$ cat src/hdl/disk_addr_cfg.svh
/*
 * constants for the sector address register: digit counts, fold threshold,
 * character zone codes. assumes nothing beyond being included by bare name.
 */
`ifndef DISK_ADDR_CFG_SVH
`define DISK_ADDR_CFG_SVH

`define ADDR_DIGITS    5             // five decimal digits per sector address
`define SECTOR_COUNT   50000         // linear sectors in the store
`define SECTOR_CHARS   100           // characters held by one sector
`define HI_DIGIT       4             // index of the most significant digit
`define FOLD_LIMIT     4'h4          // largest legal high-order digit
`define FOLD_STEP      4'h5          // amount taken off a high digit above limit
`define BCD_MAX        4'h9          // largest decimal digit
`define ZONE_NONE      2'h0          // purely numeric character
`define ZONE_MINUS     2'h2          // zone that marks a negative units digit

`endif

$ cat src/hdl/disk_addr_pkg.sv
/*
 * types for the sector address register.
 * assumes disk_addr_cfg.svh is on the include path.
 */
`include "disk_addr_cfg.svh"

package disk_addr_pkg;
	typedef logic [`ADDR_DIGITS-1:0][3:0] addr_t;   // packed decimal address, digit 4 high

	typedef struct packed {
		logic [1:0] zone;                           // zone punch part
		logic [3:0] num;                            // numeric part
	} char_t;

	typedef enum logic [1:0] {
		ST_IDLE = 2'b00,                            // no sector obtained yet
		ST_SEEK = 2'b01,                            // arm moving to addressed sector
		ST_HOLD = 2'b10                             // sector obtained
	} arm_state_t;
endpackage

$ cat src/hdl/disk_address_register_fold.sv
/*
 * sector address register with high-digit fold, record advance and
 * accumulator character stripping for a decimal disk store.
 * assumes one clock, program-side inputs synchronous to it, and an arm
 * mechanism that answers each seek pulse with sector_found.
 */
// Contract
// - store is a linear set of 50000 sectors of 100 characters, one address each
// - only five-digit decimal addresses 00000 to 49999 are valid
// - loading an address whose high digit exceeds 4 takes 5 off that digit
// - record advance after a sector is obtained fetches address plus one
// - an alphabetic character entering an accumulator keeps only its numeric part
// - an alphabetic units character may mark the operand for subtraction
`include "disk_addr_cfg.svh"

module disk_address_register_fold (
	input  wire logic                 sys_clk,
	input  wire logic                 rstn,
	input  wire logic                 load_valid,
	input  wire disk_addr_pkg::addr_t load_digits,
	input  wire logic                 advance_req,
	input  wire logic                 sector_found,
	input  wire logic                 char_valid,
	input  wire disk_addr_pkg::char_t char_in,
	input  wire logic                 char_units,
	output disk_addr_pkg::addr_t      addr_ff,
	output logic                      seek_ff,
	output logic                      ready_ff,
	output logic                      addr_err_ff,
	output logic [3:0]                digit_ff,
	output logic                      digit_valid_ff,
	output logic                      sub_ff
);

	disk_addr_pkg::arm_state_t state_ff;
	disk_addr_pkg::arm_state_t nxt_state;
	disk_addr_pkg::addr_t      nxt_addr;
	logic [`ADDR_DIGITS-1:0]   digit_bad;
	logic                      take_load;
	logic                      take_adv;

	// fold the high-order digit back into range, lower digits pass
	function automatic disk_addr_pkg::addr_t fold(input disk_addr_pkg::addr_t a);
		disk_addr_pkg::addr_t r;
		r = a;
		if (a[`HI_DIGIT] > `FOLD_LIMIT) begin
			r[`HI_DIGIT] = a[`HI_DIGIT] - `FOLD_STEP;
		end
		return r;
	endfunction

	// decimal increment with carry through all five digits
	function automatic disk_addr_pkg::addr_t bcd_inc(input disk_addr_pkg::addr_t a);
		disk_addr_pkg::addr_t r;
		logic                 c;
		r = a;
		c = 1'b1;
		for (int i = 0; i < `ADDR_DIGITS; i++) begin
			if (c) begin
				if (a[i] == `BCD_MAX) begin
					r[i] = 4'h0;
				end else begin
					r[i] = a[i] + 4'h1;
					c    = 1'b0;
				end
			end
		end
		return r;
	endfunction

	// flag any loaded nibble that is not a decimal digit
	for (genvar g = 0; g < `ADDR_DIGITS; g++) begin : g_chk
		assign digit_bad[g] = load_digits[g] > `BCD_MAX;
	end

	// loads are refused while the arm is moving, advance only once a sector is held
	assign take_load = load_valid && (state_ff != disk_addr_pkg::ST_SEEK);
	assign take_adv  = advance_req && !load_valid && (state_ff == disk_addr_pkg::ST_HOLD);

	// next address: folded load, or folded successor so 49999 wraps to 00000
	always_comb begin
		nxt_addr = addr_ff;
		if (take_load) begin
			nxt_addr = fold(load_digits);
		end else if (take_adv) begin
			nxt_addr = fold(bcd_inc(addr_ff));
		end
	end

	// arm sequencing
	always_comb begin
		nxt_state = state_ff;
		case (state_ff)
			disk_addr_pkg::ST_IDLE: begin
				if (take_load) nxt_state = disk_addr_pkg::ST_SEEK;
			end
			disk_addr_pkg::ST_SEEK: begin
				if (sector_found) nxt_state = disk_addr_pkg::ST_HOLD;
			end
			disk_addr_pkg::ST_HOLD: begin
				if (take_load || take_adv) nxt_state = disk_addr_pkg::ST_SEEK;
			end
			default: nxt_state = disk_addr_pkg::ST_IDLE;
		endcase
	end

	always_ff @(posedge sys_clk) begin
		if (!rstn) state_ff <= disk_addr_pkg::ST_IDLE;
		else       state_ff <= nxt_state;
	end

	// address register
	always_ff @(posedge sys_clk) begin
		if (!rstn) addr_ff <= '0;
		else       addr_ff <= nxt_addr;
	end

	// one-cycle seek request whenever a new address is taken
	always_ff @(posedge sys_clk) begin
		if (!rstn) seek_ff <= 1'b0;
		else       seek_ff <= take_load || take_adv;
	end

	// ready mirrors whether a load would be taken next cycle
	always_ff @(posedge sys_clk) begin
		if (!rstn) ready_ff <= 1'b1;
		else       ready_ff <= (nxt_state != disk_addr_pkg::ST_SEEK);
	end

	// sticky until the next accepted load: set if any loaded digit is not decimal
	always_ff @(posedge sys_clk) begin
		if (!rstn)          addr_err_ff <= 1'b0;
		else if (take_load) addr_err_ff <= |digit_bad;
	end

	// accumulator entry: zone dropped, units zone may call for subtraction
	always_ff @(posedge sys_clk) begin
		if (!rstn) begin
			digit_ff       <= 4'h0;
			digit_valid_ff <= 1'b0;
			sub_ff         <= 1'b0;
		end else begin
			digit_valid_ff <= char_valid;
			if (char_valid) begin
				digit_ff <= char_in.num;
				sub_ff   <= char_units && (char_in.zone == `ZONE_MINUS);
			end
		end
	end

	// helper history for the checks below
	disk_addr_pkg::addr_t prev_ld_ff;
	disk_addr_pkg::addr_t prev_addr_ff;
	disk_addr_pkg::char_t prev_char_ff;

	always_ff @(posedge sys_clk) begin
		prev_ld_ff   <= load_digits;
		prev_addr_ff <= addr_ff;
		prev_char_ff <= char_in;
	end
endmodule // disk_address_register_fold

$ cat config.mk
export PLATFORM = sky130hd
export DESIGN_NAME = disk_address_register_fold
export DESIGN_NICKNAME = d
export VERILOG_FILES = /design/src/hdl/disk_addr_pkg.sv /design/src/hdl/disk_address_register_fold.sv
export VERILOG_INCLUDE_DIRS = /design/src /design/src/hdl
export SDC_FILE = /design/constraint.sdc
export NUM_CORES = 1
export LEC_CHECK = 0
export BUFFER_PORTS_ARGS = -buffer_cell sky130_fd_sc_hd__clkbuf_2
export CORE_MARGIN = 5
export CORE_UTILIZATION = 45
export DETAILED_ROUTE_END_ITERATION = 10
export PLACE_DENSITY = 0.82
export SLEW_MARGIN = 40
export SYNTH_ARGS = -nofsm -noshare
export SYNTH_HDL_FRONTEND = slang
export SYNTH_SLANG_ARGS = --single-unit
export TNS_END_PERCENT = 30
$ cat constraint.sdc
create_clock -name sys_clk -period 7.6 [get_ports sys_clk]
set_clock_uncertainty 0.1 [all_clocks]
set_input_delay 0.38 -clock sys_clk [delete_from_list [all_inputs] [get_ports sys_clk]]
set_output_delay 0.38 -clock sys_clk [all_outputs]
set_load 0.02 [all_outputs]
Word-level counts from Yosys, hierarchy flattened
Cells that the tools add are included.

Register bits: 31. Bits of input ports: 33. Output and inout port bits: 29. Logic and storage cells: 85.

Add/sub/neg operators: 7. $lt $le $gt $ge: 7. Equality and inequality tests: 10. Mux-type cells: 34. Reduce and logical (&&, ||, !) cells: 15.

Operator list (number): $mux 4 (13); $mux 20 (2); $add 4x1->4 const B (5); $eq 4x4->1 const B (5); $gt 4x4->1 const B (5); $mux 1 (15); $gt 4x3->1 const B (2); $reduce_bool 2->1 (4); $sub 4x3->4 const B (2); $mux 2 (3); $pmux 2 s3 (1); $reduce_and 2->1 (3); $reduce_or 5->1 (1); $eq 2x2->1 const B (2); $logic_and 1x1->1 (4); $ne 2x1->1 const B (2); $eq 2x1->1 const B (1); $logic_not 2->1 (1); $logic_not 1->1 (1); $logic_or 1x1->1 (1).

Longest topological paths before layout
Depth after elaboration: 21. Mapped depth: 11. Gate-level depth less buffers: 10.

Worst setup path before layout
Ideal clock, no wire load.

Path kind: flip-flop to flip-flop. Start: register addr_ff[8] (netlist name). End: register addr_ff[16] (netlist name). Setup time: 0.118 ns. Data arrival time: 2.429 ns. Slack: 4.953 ns. Stages on the path, launching flop included: 12. Path buffers: 1. Clock period less this slack: 2.647 ns. Cell sequence: dfxtp_1 and4bb_4 and4_4 buf_6 nand2_2 mux2i_1 ha_1 nand2b_1 maj3_1 mux2i_1 a211o_1 a21oi_1.

Longest elaborated chain between the ends: 15. Elaborated cells between the ends (all ways): 16. Those cells by class: 1 x add/sub; 1 x order compare; 1 x eq/ne; 13 x mux.

Ends and longest elaborated chain: from (decl) (line disk_address_register_fold.sv:26) `output disk_addr_pkg::addr_t addr_ff,`; from (signal assigned) (line disk_address_register_fold.sv:115) `else addr_ff <= nxt_addr;`; $eq 4x4->1 (no line) *; $mux 1 * (line disk_address_register_fold.sv:60) `` if (a[i] == `BCD_MAX) begin ``; $mux 1 * (line disk_address_register_fold.sv:59) `if (c) begin`; $mux 1 * (line disk_address_register_fold.sv:85) `end else if (take_adv) begin`; $mux 1 * (line disk_address_register_fold.sv:83) `if (take_load) begin`; $mux 1 * (line disk_address_register_fold.sv:59); $mux 1 * (line disk_address_register_fold.sv:85); $mux 1 * (line disk_address_register_fold.sv:83); $mux 4 * (line disk_address_register_fold.sv:59); $mux 4 * (line disk_address_register_fold.sv:85); $mux 4 * (line disk_address_register_fold.sv:83); $sub 4x3->4 (no line) or $gt 4x3->1 (tied branches); $mux 4 * (line disk_address_register_fold.sv:46) `` if (a[`HI_DIGIT] > `FOLD_LIMIT) begin ``; $mux 20 * (line disk_address_register_fold.sv:85); $mux 20 * (line disk_address_register_fold.sv:83).

Mark *: on every way between the ends. The rest lies on a longest branch, timed or not. The select of a mux whose other input is x is not followed. A chain may end at the register's enable or synchronous reset.

Final worst setup path
Start: register addr_ff[12] (netlist name). End: register addr_ff[16] (netlist name).

Longest elaborated chain between the ends: 12. Elaborated cells between the ends (all ways): 13. Those cells by class: 1 x add/sub; 1 x order compare; 1 x eq/ne; 10 x mux.

Ends and longest elaborated chain (line): $eq 4x4->1 (no line) *; $mux 1 * (disk_address_register_fold.sv:60); $mux 1 * (disk_address_register_fold.sv:59); $mux 1 * (disk_address_register_fold.sv:85); $mux 1 * (disk_address_register_fold.sv:83); $mux 4 * (disk_address_register_fold.sv:59); $mux 4 * (disk_address_register_fold.sv:85); $mux 4 * (disk_address_register_fold.sv:83); $sub 4x3->4 (no line) or $gt 4x3->1 (tied branches); $mux 4 * (disk_address_register_fold.sv:46); $mux 20 * (disk_address_register_fold.sv:85); $mux 20 * (disk_address_register_fold.sv:83).

Marks and branches as above.

==> flow_metrics.env <==
export IMPL_ir_drop_v=0.0000955
export IMPL_critPathSlowestCell="dfxtp_1"
export IMPL_min_period_ps=2760
export IMPL_combPwrFrac=0.265
export IMPL_worstHoldStart="char_in[2]"
export IMPL_final_area_um2=2380
export IMPL_powerDensity_nw_per_um2=183
export IMPL_track_usage=0.179
export IMPL_placedInstanceArea_um2=2300
export IMPL_final_nets=338
export IMPL_grt_max_degree=26
export IMPL_yosys_warnings=0
export IMPL_critical_path_class="register to register"
export IMPL_setup_violations=0
export IMPL_yosysSeqAreaShare=0.310
export IMPL_ant_nets=0
export IMPL_cp_arrival_ps=2840
export IMPL_synth_edf_count=0
export IMPL_drive_gt1_frac=0.258
export IMPL_met3_usage=0.0410
export IMPL_synth_top_area_frac=0.310
export IMPL_io_pins=62
export IMPL_critPathMaxStageDelay_ps=440
export IMPL_end_kind="register"
export IMPL_yosys_top_cells_area="dfxtp_1 31%, a21oi_1 5.5%, o21ai_0 4.5%"
export IMPL_drt_first_pass_iters=5
export IMPL_ys_top_cells_by_count="31 x dfxtp_1, 22 x a21oi_1, 22 x nor2_1"
export IMPL_fmax_mhz=362
export IMPL_drt_iter0_markers=310
export IMPL_synth_area_um2=2000
export IMPL_die_area_um2=5880
export IMPL_status="complete, no violations"
export IMPL_fillers=426
export IMPL_place_hpwl_mm=3.89
export IMPL_synthArstFlopShare=0
export IMPL_intPower_mw=0.285
export IMPL_final_hold_viol_count=0
export IMPL_place_congestion=0.880
export IMPL_slew_viol_final=0
export IMPL_tns_ps=0
export IMPL_whs_ps=232
export IMPL_cts_htree_levels=2
export IMPL_seqPwrFrac=0.443
export IMPL_yosysTopAreaCell="dfxtp_1"
export IMPL_antenna_found_initial=0
export IMPL_vias=2108
export IMPL_routedWlPerCell_um=14.9
export IMPL_drc=0
export IMPL_clk_insertion_delay_late_ps=280
export IMPL_min_path_type="input port to register"
export IMPL_cpMostUsedCell="mux2i_1"
export IMPL_routed_wl_mm=5.26
export IMPL_insertedDiodeCount=0
export IMPL_synthCells=249
export IMPL_switching_power_mw=0.150
export IMPL_core_um2=4320
export IMPL_worstMarginPinSlew_ps=801
export IMPL_post_route_period_util=0.363
export IMPL_relSlewSlack=0.465
export IMPL_crit_chain="nor4bb_1, and4_4, nand2_2, mux2i_1, ha_1, nand2b_1, maj3_1, mux2i_1, a211o_1, a21oi_1"
export IMPL_syn_nets=286
export IMPL_grt_use_met1=0.231
export IMPL_cts_buffers=5
export IMPL_top_usage_layer="met2"
export IMPL_synth_most_common_cell="dfxtp_1"
export IMPL_grt_pass1_vias=1964
export IMPL_cts_resized=0
export IMPL_maxCapViolCount=0
export IMPL_num_rows=24
export IMPL_clock_sinks=31
export IMPL_io_buffers=61
export IMPL_rsz0062_at_grt="no"
export IMPL_die_h_um=76.7
export IMPL_p_leak_nw=1.02
export IMPL_ys_flop_type="dfxtp_1"
export IMPL_reg2reg_from="addr_ff[12]"
export IMPL_startpoint_type="register"
export IMPL_vias_per_cell=5.95
export IMPL_grt_use_met2=0.297
export IMPL_postCtsHoldBufs=0
export IMPL_cts_setup_buffers=0
export IMPL_ys_types=63
export IMPL_switching_share=0.345
export IMPL_area_growth_syn_to_layout_pct=19.1
export IMPL_synth_area_per_cell_um2=8.03
export IMPL_grt_overflow=0
export IMPL_cts_tree="yes"
export IMPL_clkTransAtPathRegs_ps=70
export IMPL_grt_pass1_wl_mm=9.03
export IMPL_crit_path_start="addr_ff[12]"
export IMPL_clockBufferDepth=2
export IMPL_synth_seq_cells=31
export IMPL_start_util=0.463
export IMPL_clock_root_buffer="clkbuf_8"
export IMPL_clock_power_share=0.292
export IMPL_cp_required_ps=7680
export IMPL_cp_max_fo=11
export IMPL_p_total_mw=0.436
export IMPL_die_width_um=76.7
## layout by cell type, fill, tap and decap left out, types with 3 or more instances in the layout
cell type,n
or3_1,3
inv_1,12
clkbuf_2,61
a211oi_1,6
clkinv_2,3
nand4b_1,3
o21ai_0,18
a21oi_1,22
nand3_1,4
and2_1,3
nand2b_1,5
mux2i_1,7
clkbuf_8,5
nor3_1,3
dfxtp_1,31
nand2_1,16
nand4_1,3
nor2b_1,7
ha_1,4
nor2_1,22
xnor2_1,6
## worst max-delay path, delay by kind of cell (launching register included)
| kind | cells | cell delay (ps) |
|---|---|---|
| flip-flops | 1 | 440 |
| AO/OA/AOI/OAI | 2 | 170 |
| adder cells (fa/ha/maj) | 2 | 690 |
| multiplexers | 2 | 350 |
| AND/OR/NAND/NOR | 4 | 910 |
## path summary, 6_finish.rpt
kind            endpoint  slack [ps]  cells after the start
max          addr_ff[16]        4840                     10
min          digit_ff[2]         230                      3
max reg2reg  addr_ff[16]        4840                     10
min reg2reg       sub_ff         370                      2
## power by group through the flow
stage | Sequential, mW | Clock (mW) | Combinational (mW)
after floorplan | 0.205 | 0 | 0.0696
after global placement | 0.196 | 0 | 0.112
after detailed placement | 0.196 | 0 | 0.114
after CTS | 0.193 | 0.131 | 0.115
after global routing | 0.196 | 0.138 | 0.127
final | 0.193 | 0.127 | 0.116
## sequential cells by signal, indices dropped and copies added (netlist names)
| name | flops |
|---|---|
| state_ff | 2 |
| addr_ff | 20 |
| sub_ff | 1 |
| digit_ff | 4 |
| ready_ff | 1 |
| digit_valid_ff | 1 |
| addr_err_ff | 1 |
| seek_ff | 1 |
## metal layers
metal / vias to the layer above / share of wire
li1: 1022 / -
met1: 991 / 0.44
met2: 88 / 0.48
met3: 7 / 0.078
met4: 0 / 0.0051
met5: - / 0
## cell families after synthesis
family / synth area share
buffers and inverters: 0.0582
xor gates and xnor gates: 0.0350
and+or+nand+nor: 0.244
AOI/OAI and AO/OA: 0.273
adders and majority gates: 0.0300
muxes: 0.0500
DFF: 0.310
## per-stage QoR
step / instances / setup slack [ps] / utilization
finish: 354 / 4840 / 0.551
global route: 354 / 4550 / 0.551
CTS: 354 / 4890 / 0.551
detailed placement: 346 / 4920 / 0.532
global placement: 346 / 5000 / 0.532
floorplan: 249 / 4950 / -
## area by class of cell
class | count | area [µm²] | area share
clock inverter | 3 | 15.0 | 0.00630
timing repair buffer | 61 | 305 | 0.128
multi-input combinational | 190 | 1260 | 0.530
sequential | 31 | 621 | 0.260
inverter | 12 | 45.0 | 0.0189
clock buffer | 5 | 68.8 | 0.0289
tap | 52 | 65.1 | 0.0273
Power figures use the tool's default switching activity.
